===== config.mk =====
export PLATFORM = sky130hd
export DESIGN_NAME = sdc_status
export DESIGN_NICKNAME = d
export VERILOG_FILES = /design/src/core/sdc_pkg.sv /design/src/core/sdc_ref_sync.sv /design/src/core/sdc_coder.sv /design/src/core/sdc_status.sv
export SDC_FILE = /design/constraint.sdc
export NUM_CORES = 1
export LEC_CHECK = 0
export BUFFER_PORTS_ARGS = -buffer_cell sky130_fd_sc_hd__buf_2
export CAP_MARGIN = 20
export CORE_ASPECT_RATIO = 1.4
export CORE_MARGIN = 5
export CORE_UTILIZATION = 35
export CTS_BUF_LIST = sky130_fd_sc_hd__clkbuf_2
export CTS_CLUSTER_DIAMETER = 80
export DETAILED_ROUTE_END_ITERATION = 10
export GPL_TIMING_DRIVEN = 0
export SETUP_SLACK_MARGIN = 0.15
export SLEW_MARGIN = 15
export SYNTH_ARGS = -nofsm -noshare
export SYNTH_HDL_FRONTEND = slang
export SYNTH_HIERARCHICAL = 1
export SYNTH_SLANG_ARGS = --single-unit
export TNS_END_PERCENT = 20

===== constraint.sdc =====
create_clock -name clk_i -period 2.2 [get_ports clk_i]
set_input_delay 0.44 -clock clk_i [delete_from_list [all_inputs] [get_ports clk_i]]
set_output_delay 0.44 -clock clk_i [all_outputs]
set_load 0.03 [all_outputs]

===== src/core/sdc_pkg.sv =====
package sdc_pkg;

  // ------------------------------------------------------------
  // register addresses
  // ------------------------------------------------------------
  localparam logic [7:0] ADDR_STATUS = 8'hd8;
  localparam logic [7:0] ADDR_MODE   = 8'hd1;
  localparam logic [7:0] ADDR_EXCITE = 8'hd5;
  localparam logic [7:0] ADDR_PRES0  = 8'hd9; // low, then +1 mid, +2 high
  localparam logic [7:0] ADDR_POFF0  = 8'he1;
  localparam logic [7:0] ADDR_PGAIN0 = 8'he4;
  localparam logic [7:0] ADDR_ARES0  = 8'hdc;
  localparam logic [7:0] ADDR_AOFF0  = 8'he9;
  localparam logic [7:0] ADDR_AGAIN0 = 8'heb;

  // ------------------------------------------------------------
  // reset values and field positions
  // ------------------------------------------------------------
  localparam logic [7:0] STATUS_RST = 8'h00;
  localparam logic [7:0] MODE_RST   = 8'h08;
  localparam logic [7:0] EXCITE_RST = 8'h00;
  localparam logic [7:0] MODE_MASK  = 8'h7f; // bit 7 not built
  localparam logic [7:0] EXC_MASK   = 8'h0f; // low four bits only
  localparam int BIT_PRDY  = 7;
  localparam int BIT_ARDY  = 6;
  localparam int BIT_CAL   = 5;
  localparam int BIT_NOREF = 4;
  localparam int BIT_PERR  = 3;
  localparam int BIT_AERR  = 2;
  localparam int BIT_PEN   = 5;
  localparam int BIT_AEN   = 4;
  localparam int OPS_HI    = 2;
  localparam int OPS_LO    = 0;
  localparam int OPS_CAL   = 2; // op field msb marks a calibration
  localparam int OPS_FULL  = 0; // op field lsb: zero- or full-scale

  // op_select_field codes
  typedef enum logic [2:0] {
    SDC_OP_IDLE     = 3'h0,
    SDC_OP_CAL_IZS  = 3'h4,
    SDC_OP_CAL_IFS  = 3'h5,
    SDC_OP_CAL_SZS  = 3'h6,
    SDC_OP_CAL_SFS  = 3'h7
  } sdc_op_t;

  // widths
  localparam int FULL_BITS = 24;
  localparam int AUX_CBITS = 16;
  localparam int BYTE_BITS = 8;
  localparam int NCONV     = 2;

  // ------------------------------------------------------------
  // carriers
  // ------------------------------------------------------------
  // one finished filter word from a modulator; value is the scaled
  // input as a signed fraction of 2^N, may lie out of range
  typedef struct packed {
    logic                done;
    logic                cal_fault;
    logic signed [24:0]  value;
  } sdc_conv_in_t;

  // register bus request
  typedef struct packed {
    logic       wr;
    logic       bit_wr;
    logic [2:0] bit_sel;
    logic [7:0] addr;
    logic [7:0] wdata;
  } sdc_sfr_req_t;

endpackage : sdc_pkg


===== src/core/sdc_ref_sync.sv =====
`timescale 1ns/1ps
// ------------------------------------------------------------
// reference detect synchroniser
// ------------------------------------------------------------
module sdc_ref_sync (
  input  wire logic clk_i,
  input  wire logic nrst_i,
  input  wire logic async_i,
  output logic      level_o
);

  logic s1_reg;
  logic s2_reg;
  logic s3_reg;

  // three stages; level moves only when stages two and three agree
  always_ff @(posedge clk_i or negedge nrst_i) begin
    if (!nrst_i) begin
      s1_reg  <= 1'b0;
      s2_reg  <= 1'b0;
      s3_reg  <= 1'b0;
      level_o <= 1'b0;
    end else begin
      s1_reg <= async_i;
      s2_reg <= s1_reg;
      s3_reg <= s2_reg;
      if (s2_reg == s3_reg) begin
        level_o <= s3_reg;
      end
    end
  end

endmodule : sdc_ref_sync


===== src/core/sdc_coder.sv =====
`timescale 1ns/1ps
// ------------------------------------------------------------
// result coder: straight or offset binary with clamping
// ------------------------------------------------------------
module sdc_coder #(
  parameter int N = 24
) (
  input  wire logic signed [N:0] value_i,
  input  wire logic              bipolar_i,
  input  wire logic              noref_i,
  output logic        [N-1:0]    code_o,
  output logic                   clamp_o
);

  localparam logic signed [N+1:0] TOP = (N+2)'(1) <<< N;
  localparam logic signed [N+1:0] MID = (N+2)'(1) <<< (N-1);

  logic signed [N+1:0] v;

  always_comb begin
    v = bipolar_i ? (N+2)'(value_i) + MID : (N+2)'(value_i);
    clamp_o = 1'b0;
    code_o = v[N-1:0];
    if (v < 0) begin
      code_o  = '0;
      clamp_o = 1'b1;
    end else if (v >= TOP) begin
      code_o  = '1;
      clamp_o = 1'b1;
    end
    if (noref_i) begin
      code_o  = '1;
      clamp_o = 1'b0;
    end
  end

endmodule : sdc_coder


===== src/core/sdc_status.sv =====
`timescale 1ns/1ps
module sdc_status #(
  parameter int PRI_BITS = 24,
  parameter bit DUAL     = 1'b1
) (
  input  wire logic                 clk_i,
  input  wire logic                 nrst_i,
  input  wire sdc_pkg::sdc_sfr_req_t sfr_req_i,
  input  wire sdc_pkg::sdc_conv_in_t pri_in_i,
  input  wire sdc_pkg::sdc_conv_in_t aux_in_i,
  input  wire logic                 pri_bipolar_i,
  input  wire logic                 aux_bipolar_i,
  input  wire logic                 aux_temp_sel_i,
  input  wire logic                 ref_bad_i,
  output logic [7:0]                sfr_rdata_o,
  output logic [7:0]                status_o,
  output logic                      pri_enable_o,
  output logic                      aux_enable_o,
  output logic [2:0]                op_select_o,
  output logic [1:0]                cal_start_o,
  output logic [3:0]                excite_route_o
);

  localparam int FB = sdc_pkg::FULL_BITS;
  localparam int AB = sdc_pkg::AUX_CBITS;
  localparam int BB = sdc_pkg::BYTE_BITS;

  // ------------------------------------------------------------
  // register state
  // ------------------------------------------------------------
  logic [7:0]    mode_reg;
  logic [7:0]    excite_reg;
  logic [1:0]    rdy_reg;
  logic [1:0]    err_reg;
  logic          cal_reg;
  logic          noref_reg;
  logic [1:0]    cal_pend_reg;
  logic [1:0]    cal_full_reg;
  logic [FB-1:0] pres_reg;
  logic [FB-1:0] ares_reg;
  logic [FB-1:0] poff_reg;
  logic [FB-1:0] pgain_reg;
  logic [AB-1:0] aoff_reg;
  logic [AB-1:0] again_reg;

  logic          ref_bad_s;
  logic          mode_wr;
  logic          stat_wr;
  logic [7:0]    stat_wval;
  logic          cal_req;
  logic [1:0]    wr_en;
  logic [7:0]    stat_cur;
  logic [1:0]    en;
  logic [1:0]    acc;
  logic [1:0]    abort;
  logic [1:0]    clamp;
  logic [PRI_BITS-1:0] pcode;
  logic [FB-1:0] acode;
  logic [FB-1:0] pcode_w;
  logic [7:0]    rd_next;

  // ------------------------------------------------------------
  // helpers
  // ------------------------------------------------------------
  // byte n of a word
  function automatic logic [7:0] byte_of(input logic [FB-1:0] w,
                                         input int            n);
    byte_of = w[n*BB +: BB];
  endfunction : byte_of

  // offset of addr from a base, or 3 when outside [base, base+cnt)
  function automatic logic [1:0] idx_of(input logic [7:0] a,
                                        input logic [7:0] base,
                                        input int         cnt);
    logic [7:0] d;
    d = a - base;
    idx_of = (a >= base && d < 8'(cnt)) ? d[1:0] : 2'd3;
  endfunction : idx_of

  // ------------------------------------------------------------
  // reference detect and coders
  // ------------------------------------------------------------
  sdc_ref_sync u_ref (
    .clk_i   (clk_i),
    .nrst_i  (nrst_i),
    .async_i (ref_bad_i),
    .level_o (ref_bad_s)
  );

  sdc_coder #(.N(PRI_BITS)) u_pcode (
    .value_i   (pri_in_i.value[PRI_BITS:0]),
    .bipolar_i (pri_bipolar_i),
    .noref_i   (noref_reg),
    .code_o    (pcode),
    .clamp_o   (clamp[0])
  );

  sdc_coder #(.N(FB)) u_acode (
    .value_i   (aux_in_i.value),
    .bipolar_i (aux_bipolar_i),
    .noref_i   (noref_reg),
    .code_o    (acode),
    .clamp_o   (clamp[1])
  );

  // 16-bit word sits in mid and high bytes
  assign pcode_w = FB'(pcode) << (FB - PRI_BITS);

  // live flag byte; the registered copy lags by a cycle, so a bit
  // write built from it would drop a flag set the cycle before
  assign stat_cur = {rdy_reg[0], rdy_reg[1], cal_reg, noref_reg,
                     err_reg[0], err_reg[1], 2'b00};

  // ------------------------------------------------------------
  // decode
  // ------------------------------------------------------------
  // a bit write to the status byte is a read-modify-write
  always_comb begin
    mode_wr   = sfr_req_i.wr && sfr_req_i.addr == sdc_pkg::ADDR_MODE;
    stat_wr   = sfr_req_i.addr == sdc_pkg::ADDR_STATUS &&
                (sfr_req_i.wr || sfr_req_i.bit_wr);
    stat_wval = sfr_req_i.wdata;
    if (sfr_req_i.bit_wr) begin
      stat_wval = stat_cur;
      stat_wval[sfr_req_i.bit_sel] = sfr_req_i.wdata[0];
    end
    cal_req = mode_wr && sfr_req_i.wdata[sdc_pkg::OPS_CAL];
    // enables carried by the value being written, not the old mode
    wr_en   = {sfr_req_i.wdata[sdc_pkg::BIT_AEN] & DUAL,
               sfr_req_i.wdata[sdc_pkg::BIT_PEN]};
  end

  assign en = {mode_reg[sdc_pkg::BIT_AEN] & DUAL,
               mode_reg[sdc_pkg::BIT_PEN]};

  // word accepted only while ready is low
  always_comb begin
    acc[0] = pri_in_i.done && !rdy_reg[0];
    acc[1] = DUAL && aux_in_i.done && !rdy_reg[1] &&
             !(cal_pend_reg[1] && aux_temp_sel_i);
    abort  = cal_pend_reg & {2{noref_reg}};
  end

  // ------------------------------------------------------------
  // mode and excitation registers
  // ------------------------------------------------------------
  always_ff @(posedge clk_i or negedge nrst_i) begin
    if (!nrst_i) begin
      mode_reg   <= sdc_pkg::MODE_RST;
      excite_reg <= sdc_pkg::EXCITE_RST;
    end else if (sfr_req_i.wr) begin
      if (sfr_req_i.addr == sdc_pkg::ADDR_MODE) begin
        mode_reg <= sfr_req_i.wdata & sdc_pkg::MODE_MASK;
      end
      if (sfr_req_i.addr == sdc_pkg::ADDR_EXCITE) begin
        excite_reg <= sfr_req_i.wdata & sdc_pkg::EXC_MASK;
      end
    end
  end

  // outputs to the analog side, all registered
  always_ff @(posedge clk_i or negedge nrst_i) begin
    if (!nrst_i) begin
      pri_enable_o   <= 1'b0;
      aux_enable_o   <= 1'b0;
      op_select_o    <= sdc_pkg::SDC_OP_IDLE;
      cal_start_o    <= 2'b00;
      excite_route_o <= 4'h0;
    end else begin
      pri_enable_o   <= en[0];
      aux_enable_o   <= en[1];
      op_select_o    <= mode_reg[sdc_pkg::OPS_HI:sdc_pkg::OPS_LO];
      excite_route_o <= excite_reg[3:0];
      cal_start_o    <= cal_req ? wr_en : 2'b00;
    end
  end

  // ------------------------------------------------------------
  // missing reference flag
  // ------------------------------------------------------------
  // valid only while active
  always_ff @(posedge clk_i or negedge nrst_i) begin
    if (!nrst_i) begin
      noref_reg <= 1'b0;
    end else begin
      noref_reg <= ref_bad_s && (en != 2'b00);
    end
  end

  // ------------------------------------------------------------
  // calibration bookkeeping
  // ------------------------------------------------------------
  // a calibration is tracked per converter from the mode write
  // until its word arrives or the reference drops
  always_ff @(posedge clk_i or negedge nrst_i) begin
    if (!nrst_i) begin
      cal_pend_reg <= 2'b00;
      cal_full_reg <= 2'b00;
    end else begin
      for (int c = 0; c < sdc_pkg::NCONV; c++) begin
        if (acc[c] || abort[c]) begin
          cal_pend_reg[c] <= 1'b0;
        end
      end
      if (mode_wr) begin
        cal_pend_reg <= cal_req ? wr_en : 2'b00;
        cal_full_reg <= {2{sfr_req_i.wdata[sdc_pkg::OPS_FULL]}};
      end
    end
  end

  // ------------------------------------------------------------
  // ready flags
  // ------------------------------------------------------------
  // hardware set wins over any clear in the same cycle
  always_ff @(posedge clk_i or negedge nrst_i) begin
    if (!nrst_i) begin
      rdy_reg <= 2'b00;
    end else begin
      for (int c = 0; c < sdc_pkg::NCONV; c++) begin
        if (stat_wr && !stat_wval[sdc_pkg::BIT_PRDY - c]) begin
          rdy_reg[c] <= 1'b0;
        end
        if (cal_req) begin
          rdy_reg[c] <= 1'b0;
        end
        if (acc[c] && !abort[c]) begin
          rdy_reg[c] <= 1'b1;
        end
      end
    end
  end

  // ------------------------------------------------------------
  // calibration-done and error flags
  // ------------------------------------------------------------
  always_ff @(posedge clk_i or negedge nrst_i) begin
    if (!nrst_i) begin
      cal_reg <= 1'b0;
      err_reg <= 2'b00;
    end else begin
      if (mode_wr) begin
        cal_reg <= 1'b0;
        err_reg <= 2'b00;
      end
      for (int c = 0; c < sdc_pkg::NCONV; c++) begin
        if (abort[c]) begin
          err_reg[c] <= 1'b1;
        end else if (acc[c]) begin
          if (cal_pend_reg[c]) begin
            cal_reg <= 1'b1;
            if (c == 0 ? pri_in_i.cal_fault : aux_in_i.cal_fault) begin
              err_reg[c] <= 1'b1;
            end
          end else if (clamp[c]) begin
            err_reg[c] <= 1'b1;
          end
        end
      end
    end
  end

  // ------------------------------------------------------------
  // result and coefficient registers
  // ------------------------------------------------------------
  // software may also load coefficients; a hardware update in the
  // same cycle takes precedence
  always_ff @(posedge clk_i or negedge nrst_i) begin
    if (!nrst_i) begin
      pres_reg  <= '0;
      ares_reg  <= '0;
      poff_reg  <= '0;
      pgain_reg <= '0;
      aoff_reg  <= '0;
      again_reg <= '0;
    end else begin
      if (sfr_req_i.wr) begin
        for (int b = 0; b < 3; b++) begin
          if (idx_of(sfr_req_i.addr, sdc_pkg::ADDR_POFF0, 3) == b) begin
            poff_reg[b*BB +: BB] <= sfr_req_i.wdata;
          end
          if (idx_of(sfr_req_i.addr, sdc_pkg::ADDR_PGAIN0, 3) == b) begin
            pgain_reg[b*BB +: BB] <= sfr_req_i.wdata;
          end
        end
        for (int b = 0; b < 2; b++) begin
          if (idx_of(sfr_req_i.addr, sdc_pkg::ADDR_AOFF0, 2) == b) begin
            aoff_reg[b*BB +: BB] <= sfr_req_i.wdata;
          end
          if (idx_of(sfr_req_i.addr, sdc_pkg::ADDR_AGAIN0, 2) == b) begin
            again_reg[b*BB +: BB] <= sfr_req_i.wdata;
          end
        end
      end
      if (acc[0] && !abort[0]) begin
        if (!cal_pend_reg[0]) begin
          pres_reg <= pcode_w;
        end else if (!pri_in_i.cal_fault) begin
          if (cal_full_reg[0]) begin
            pgain_reg <= pcode_w;
          end else begin
            poff_reg <= pcode_w;
          end
        end
      end
      if (acc[1] && !abort[1]) begin
        if (!cal_pend_reg[1]) begin
          ares_reg <= acode;
        end else if (!aux_in_i.cal_fault) begin
          if (cal_full_reg[1]) begin
            again_reg <= acode[FB-1 -: AB];
          end else begin
            aoff_reg <= acode[FB-1 -: AB];
          end
        end
      end
    end
  end

  // ------------------------------------------------------------
  // status view and read port
  // ------------------------------------------------------------
  // low two bits zero
  always_comb begin
    rd_next = 8'h00;
    case (idx_of(sfr_req_i.addr, sdc_pkg::ADDR_PRES0, 3))
      2'd0:    rd_next = (PRI_BITS < FB) ? 8'h00 : byte_of(pres_reg, 0);
      2'd1:    rd_next = byte_of(pres_reg, 1);
      2'd2:    rd_next = byte_of(pres_reg, 2);
      default: rd_next = 8'h00;
    endcase
    for (int b = 0; b < 3; b++) begin
      if (idx_of(sfr_req_i.addr, sdc_pkg::ADDR_POFF0, 3) == b) begin
        rd_next = (b == 0 && PRI_BITS < FB) ? 8'h00 : byte_of(poff_reg, b);
      end
      if (idx_of(sfr_req_i.addr, sdc_pkg::ADDR_PGAIN0, 3) == b) begin
        rd_next = (b == 0 && PRI_BITS < FB) ? 8'h00 : byte_of(pgain_reg, b);
      end
      if (DUAL && idx_of(sfr_req_i.addr, sdc_pkg::ADDR_ARES0, 3) == b) begin
        rd_next = byte_of(ares_reg, b);
      end
      if (DUAL && idx_of(sfr_req_i.addr, sdc_pkg::ADDR_AOFF0, 2) == b) begin
        rd_next = byte_of(FB'(aoff_reg), b);
      end
      if (DUAL && idx_of(sfr_req_i.addr, sdc_pkg::ADDR_AGAIN0, 2) == b) begin
        rd_next = byte_of(FB'(again_reg), b);
      end
    end
    if (sfr_req_i.addr == sdc_pkg::ADDR_STATUS) begin
      rd_next = stat_cur;
    end
    if (sfr_req_i.addr == sdc_pkg::ADDR_MODE) begin
      rd_next = mode_reg;
    end
    if (sfr_req_i.addr == sdc_pkg::ADDR_EXCITE) begin
      rd_next = excite_reg;
    end
  end

  // read data lags the address by one clock
  always_ff @(posedge clk_i or negedge nrst_i) begin
    if (!nrst_i) begin
      sfr_rdata_o <= 8'h00;
      status_o    <= sdc_pkg::STATUS_RST;
    end else begin
      sfr_rdata_o <= rd_next;
      status_o    <= stat_cur;
    end
  end

endmodule : sdc_status


Yosys cells after proc, flatten, opt, wreduce, memory -nomap -nowiden
Index checks and enable logic that the tools add are counted.
- output and inout bits: 27
- bits of input ports: 81
- register bits after elaboration: 177
- order comparisons: 18
- multiplexer cells: 101
- equal/unequal tests: 16
- add/sub/neg operators: 8
- bitwise gates (word level): 3
- reduce and logical (&&, ||, !) cells: 44
- operator list (kind ; count):
    two-way mux 24 bit ; 16
    two-way mux 8 bit ; 29
    two-way mux 16 bit ; 10
    adder 25 x 25 -> 26 bit, second input constant ; 2
    greater-or-equal comparator 26 bit, second input constant ; 2
    less-than comparator 26 x 1 -> 1 bit, second input constant ; 2
    two-way mux 26 bit ; 2
    greater-or-equal comparator 8 bit, second input constant ; 6
    less-than comparator 8 x 2 -> 1 bit, second input constant ; 6
    subtractor 8 bit, second input constant ; 6
    two-way mux 1 bit ; 32
    equality test 8 bit, second input constant ; 3
    one-hot mux 8 bit (3 select lines) ; 1
    logical AND 1 bit ; 19
    two-way mux 2 bit ; 9
    equality test 2 x 1 -> 1 bit, second input constant ; 6
    equality test 2 bit, second input constant ; 6
    logical NOT 2 bit ; 6
    bitwise mux 8 bit ; 1
    AND reduction 2 bit ; 4
    logical NOT 1 bit ; 7
    nonzero test 2 bit ; 3
    nonzero test 3 bit ; 2
    less-than comparator 3 x 4 -> 1 bit, second input constant ; 1
    other kinds (6) ; 9

Depth between registers and ports, before layout
- depth in word-level cells: 24
- mapped depth: 13
- depth with buffers taken out: 9

Modules after synthesis
The synthesis kept the hierarchy.
- by module, submodules not included (module ; area an instance (sq um) ; instances ; cells an instance):
    sdc_status ; 8911.0 ; 1 ; 871
    sdc_coder ; 510.5 ; 2 ; 64
    sdc_ref_sync ; 111.4 ; 1 ; 5

Worst setup path before layout
No wires, ideal clock.
- kind: input-to-reg
- from: in sfr_req_i[8] in the netlist's numbering
- to: reg sfr_rdata_o[0]
- path buffers: 4
- stages on the path: 12
- arrival time: 2.888 ns
- setup slack: -0.817 ns
- cells stage by stage: buf_2 -> buf_2 -> clkinv_1 -> ha_1 -> buf_2 -> nand3b_1 -> o41ai_2 -> buf_6 -> nor2_1 -> o211ai_1 -> o21a_1 -> o22ai_1
- longest elaborated chain between the ends: 24
- ends and longest elaborated chain (item ; line ; RTL):
    from (decl) ; sdc_status.sv:8 ; input wire sdc_pkg::sdc_sfr_req_t sfr_req_i,
    subtractor 8 bit ; sdc_status.sv:76 ; d = a - base;
    less-than comparator 8 x 2 -> 1 bit ; sdc_status.sv:77 ; idx_of = (a >= base && d < 8'(cnt)) ? d[1:0] : 2'd3;
    logical AND 1 bit ; sdc_status.sv:77 ;
    two-way mux 2 bit ; sdc_status.sv:77 ;
    equality test 2 bit, or another cell as far along ; sdc_status.sv:326 ; case (idx_of(sfr_req_i.addr, sdc_pkg::ADDR_PRES0, 3))
    one-hot mux 8 bit (3 select lines) ; sdc_status.sv:326 ;
    two-way mux 8 bit ; sdc_status.sv:333 ; if (idx_of(sfr_req_i.addr, sdc_pkg::ADDR_POFF0, 3) == b) begin
    two-way mux 8 bit ; sdc_status.sv:336 ; if (idx_of(sfr_req_i.addr, sdc_pkg::ADDR_PGAIN0, 3) == b) begin
    [9 not listed] ; n/a ;
    two-way mux 8 bit ; sdc_status.sv:336 ;
    two-way mux 8 bit ; sdc_status.sv:339 ; if (DUAL && idx_of(sfr_req_i.addr, sdc_pkg::ADDR_ARES0, 3) == b) begin
    two-way mux 8 bit ; sdc_status.sv:342 ; if (DUAL && idx_of(sfr_req_i.addr, sdc_pkg::ADDR_AOFF0, 2) == b) begin
    two-way mux 8 bit ; sdc_status.sv:345 ; if (DUAL && idx_of(sfr_req_i.addr, sdc_pkg::ADDR_AGAIN0, 2) == b) begin
    two-way mux 8 bit ; sdc_status.sv:349 ; if (sfr_req_i.addr == sdc_pkg::ADDR_STATUS) begin
    two-way mux 8 bit ; sdc_status.sv:352 ; if (sfr_req_i.addr == sdc_pkg::ADDR_MODE) begin
    two-way mux 8 bit * ; sdc_status.sv:355 ; if (sfr_req_i.addr == sdc_pkg::ADDR_EXCITE) begin
    via rd_next[0] ; sdc_status.sv:60 ; logic [7:0] rd_next;
    to (signal assigned) ; sdc_status.sv:366 ; sfr_rdata_o <= rd_next;
    to (decl) ; sdc_status.sv:15 ; output logic [7:0] sfr_rdata_o,
The timed path passes the listed nets; every way through them passes the cells marked *.
A chain may end at the register's enable or synchronous reset.

Worst setup path after layout
- from: reg noref_reg
- to: reg err_reg[0]
- longest elaborated chain between the ends: 5
- ends and longest elaborated chain (item ; line ; RTL):
    from (decl) ; sdc_status.sv:36 ; logic noref_reg;
    from (signal assigned) ; sdc_status.sv:186 ; noref_reg <= ref_bad_s && (en != 2'b00);
    two-way mux 1 bit ; sdc_coder.sv:31 ; if (noref_i) begin
    via clamp[0] ; sdc_status.sv:56 ; logic [1:0] clamp;
    two-way mux 1 bit ; sdc_status.sv:255 ; end else if (clamp[c]) begin
    two-way mux 1 bit ; sdc_status.sv:250 ; if (cal_pend_reg[c]) begin
    two-way mux 1 bit ; sdc_status.sv:249 ; end else if (acc[c]) begin
    two-way mux 1 bit ; sdc_status.sv:247 ; if (abort[c]) begin
    to (signal, indexed assignment) ; sdc_status.sv:248 ; err_reg[c] <= 1'b1;
    to (signal, indexed assignment) ; sdc_status.sv:253 ; err_reg[c] <= 1'b1;
    to (signal, indexed assignment) ; sdc_status.sv:256 ; err_reg[c] <= 1'b1;
    to (decl) ; sdc_status.sv:34 ; logic [1:0] err_reg;
The timed path passes the listed nets, and every way through them passes these cells.

==> reports/metrics.cfg <==
[status]
status=finished, final reports clean

[yosys]
yosysWarnings=6
ys_seq_area_share_pct=43.9
yosysUniqueCellTypes=78
async_flop_share_pct=100
synth_seq_cells=176
syn_avg_cell_area_sq_um=10.0
netlist_instances=1004
synth_ff_type=dfrtp_1
synth-edff-count=0
syn_area_sq_um=10000

[sta]
skew_ps=56.2
finalSetupViolCount=0
maxSlewHeadroom_pct=34.1
fmax_ghz=0.458
final_hold_viol_count=0
rsz0062_at_grt=true
post-route-period-util_pct=99.3
fin_ws_ps=15.8
post-route-min-period_ps=2180
tightestPinTransition_ps=961
finalMaxSlewViolations=0

[drt]
drtIter0Drc=777
vias_per_cell=5.68
first_pass_iters=5
drcViolationCount=0
route.vias.total=9180
wirelength_um=36400
wl_per_cell_um=22.5
drtAntennaViolNets=0

[critical_path]
required_ps=3030
crit_type=register to register
worstPathArrival_ps=3020
cp-end-kind=register
reg2reg_slack_ps=20
startpoint_type=register
path_max_fanout=10
r2r-start=noref_reg
reg2reg_to=err_reg[0]
worstSetupPathDepth=6
crit_top_cell=a21oi_1
slowest_delay_ps=730
critical_path.top_delay_family=compound AO/OA/AOI/OAI gates
rr_worst_depth=6
critPathSlowestCell=a311oi_1
crit_path_cell_trace=clkbuf_2 > clkbuf_1 > a311oi_1 > a21oi_1 > a21oi_1 > a21o_1
path_buf_inv=2

[placed_design]
pre_cts_ws_ps=-1300
dp_hpwl_um=27000
place.gp.congestion=0.928
dpl_cell_area_sq_um=11200
io_buffers=105

[grt]
grt_max_degree=95
grt_pass1_wl_um=54900
grt_pass1_vias=9011
overflow=0
antenna_found_initial=3
track_usage_pct=22.3

[clocking]
cts_tree=yes
insertion_delay_ps=900
clk_pin_slew_ps=250
root_buffer=clkbuf_2
htreeDepth=4
cts.sinks=176
clockBufferDepth=2
cts_buffers=17

[flow_run]
maxCapViolCount=0

[floorplanning]
start_util_pct=35.4
ioPinCount=108
row_count=73
die_w_um=153
coreArea_sq_um=28400
dieArea_sq_um=32200
die_y_um=210

[min_path]
hold_class=primary input to async pin

[layout]
fin_area_sq_um=12600
final_common_cell=dfrtp_1
syn_to_final_growth_pct=25.2
drive_above_1_share_pct=26.9
mostFrequentLayoutCells=dfrtp_1 (173), nand2_1 (129), buf_2 (119)
fin_nets=1312

[power]
p_per_area_nw_per_um2=620
vdd_ir_drop_max_uv=299
p_leak_uw=0.00590

routing by layer:
| layer | routed length (um) | share of wire [%] | track usage [%] | vias up |
|---|---|---|---|---|
| met1 | 14800 | 41 | 27.5 | 4547 |
| li1 | - | - | - | 4168 |
| met2 | 17800 | 49 | 37.6 | 380 |
| met5 | 0 | 0 | 0 | - |
| met4 | 1710 | 4.7 | 10.7 | 0 |
| met3 | 2080 | 5.7 | 4.03 | 85 |
Yosys cell counts, types with 4 or more instances:
cell	count	area share, %
inv_1	15	0.56
nor3_1	15	0.75
nor3b_1	4	0.30
clkbuf_1	39	1.5
nand3_1	16	0.80
nor2b_1	8	0.50
o21ai_1	7	0.35
a221o_1	54	5.4
a221oi_1	4	0.35
nor2_1	28	1.0
mux2i_1	86	8.6
o211ai_1	5	0.37
buf_1	6	0.22
buf_8	4	0.60
a211oi_1	7	0.52
ha_1	6	0.75
buf_6	6	0.67
a2111o_1	4	0.45
nand4b_1	5	0.44
and3_1	5	0.31
nand3b_1	6	0.45
a21oi_1	29	1.4
o21ai_0	97	4.8
o21a_1	4	0.30
nand2b_1	56	3.5
a2111oi_0	9	0.78
nand2_1	132	4.9
a22oi_1	9	0.67
dfrtp_1	175	44
o22ai_1	10	0.62
mux2_2	57	6.4
buf_2	16	0.80
o221ai_1	5	0.44
report_power, final:
group          internal (uW)  total, uW  leakage, uW  switching (uW)
registers               3840       4360      0.00229             525
clock network            316       1550     0.000130            1230
logic                    944       1880      0.00348             934
total                   5100       7790      0.00590            2690
cell families after synthesis:
family / synth area share [%]
simple gates: 15.6
compound gates: 19.9
flops: 43.9
mux: 15.0
buf+inv: 4.67
fa+ha+maj: 0.860
other cells: 0.0373
xor+xnor: 0.0872
through the flow:
stage               std cells  utilization, %  hold slack [ps]  TNS (ps)  total power (uW)
floorplan                1005               -              144    -12780              5310
global placement         1485            39.1              334   -460020              6050
detailed placement       1486            39.3              355    -91150              6090
CTS                      1597            43.4             28.8         0              7790
global route             1615            44.2             72.5         0              8150
finish                   1617            44.3             66.3         0              7790
final cells by class:
type / instances / area (sq um)
Fill cell: 2764 / 15800
Multi-Input combinational cell: 737 / 5460
Sequential cell: 176 / 4410
Timing Repair Buffer: 201 / 1460
Buffer: 76 / 504
Tap cell: 375 / 469
Clock inverter: 15 / 109
Clock buffer: 17 / 85.1
Inverter: 16 / 76.3
Antenna cell: 4 / 10.0
worst max path at each step:
stage,start,to,slack (ps)
6_report,noref_reg,err_reg[0],20
5_1_grt,rdy_reg[0],poff_reg[14],50
4_1_cts,pres_reg[20],sfr_rdata_o[4],50
3_5_place_dp,sfr_req_i[8],sfr_rdata_o[4],-1300
3_3_place_gp,nrst_i,poff_reg[11],-2130
2_1_floorplan,sfr_req_i[8],sfr_rdata_o[4],-330
what timing repair did:
action,4_1_cts,5_1_grt
hold buffers,69,1
endpoints found under the hold margin,257,1
pin swaps,9,9
cloned,0,1
endpoints found under the setup margin,129,113
buffers inserted,10,14
resized for setup,62,40
worst reg2reg max path: stages (launching register included):
cell      delay (ps)
dfrtp_2          560
clkbuf_2         210
clkbuf_1         230
a311oi_1         730
a21oi_1          140
a21oi_1          170
a21o_1           100
No activity file was read; power rests on OpenSTA's default activity.
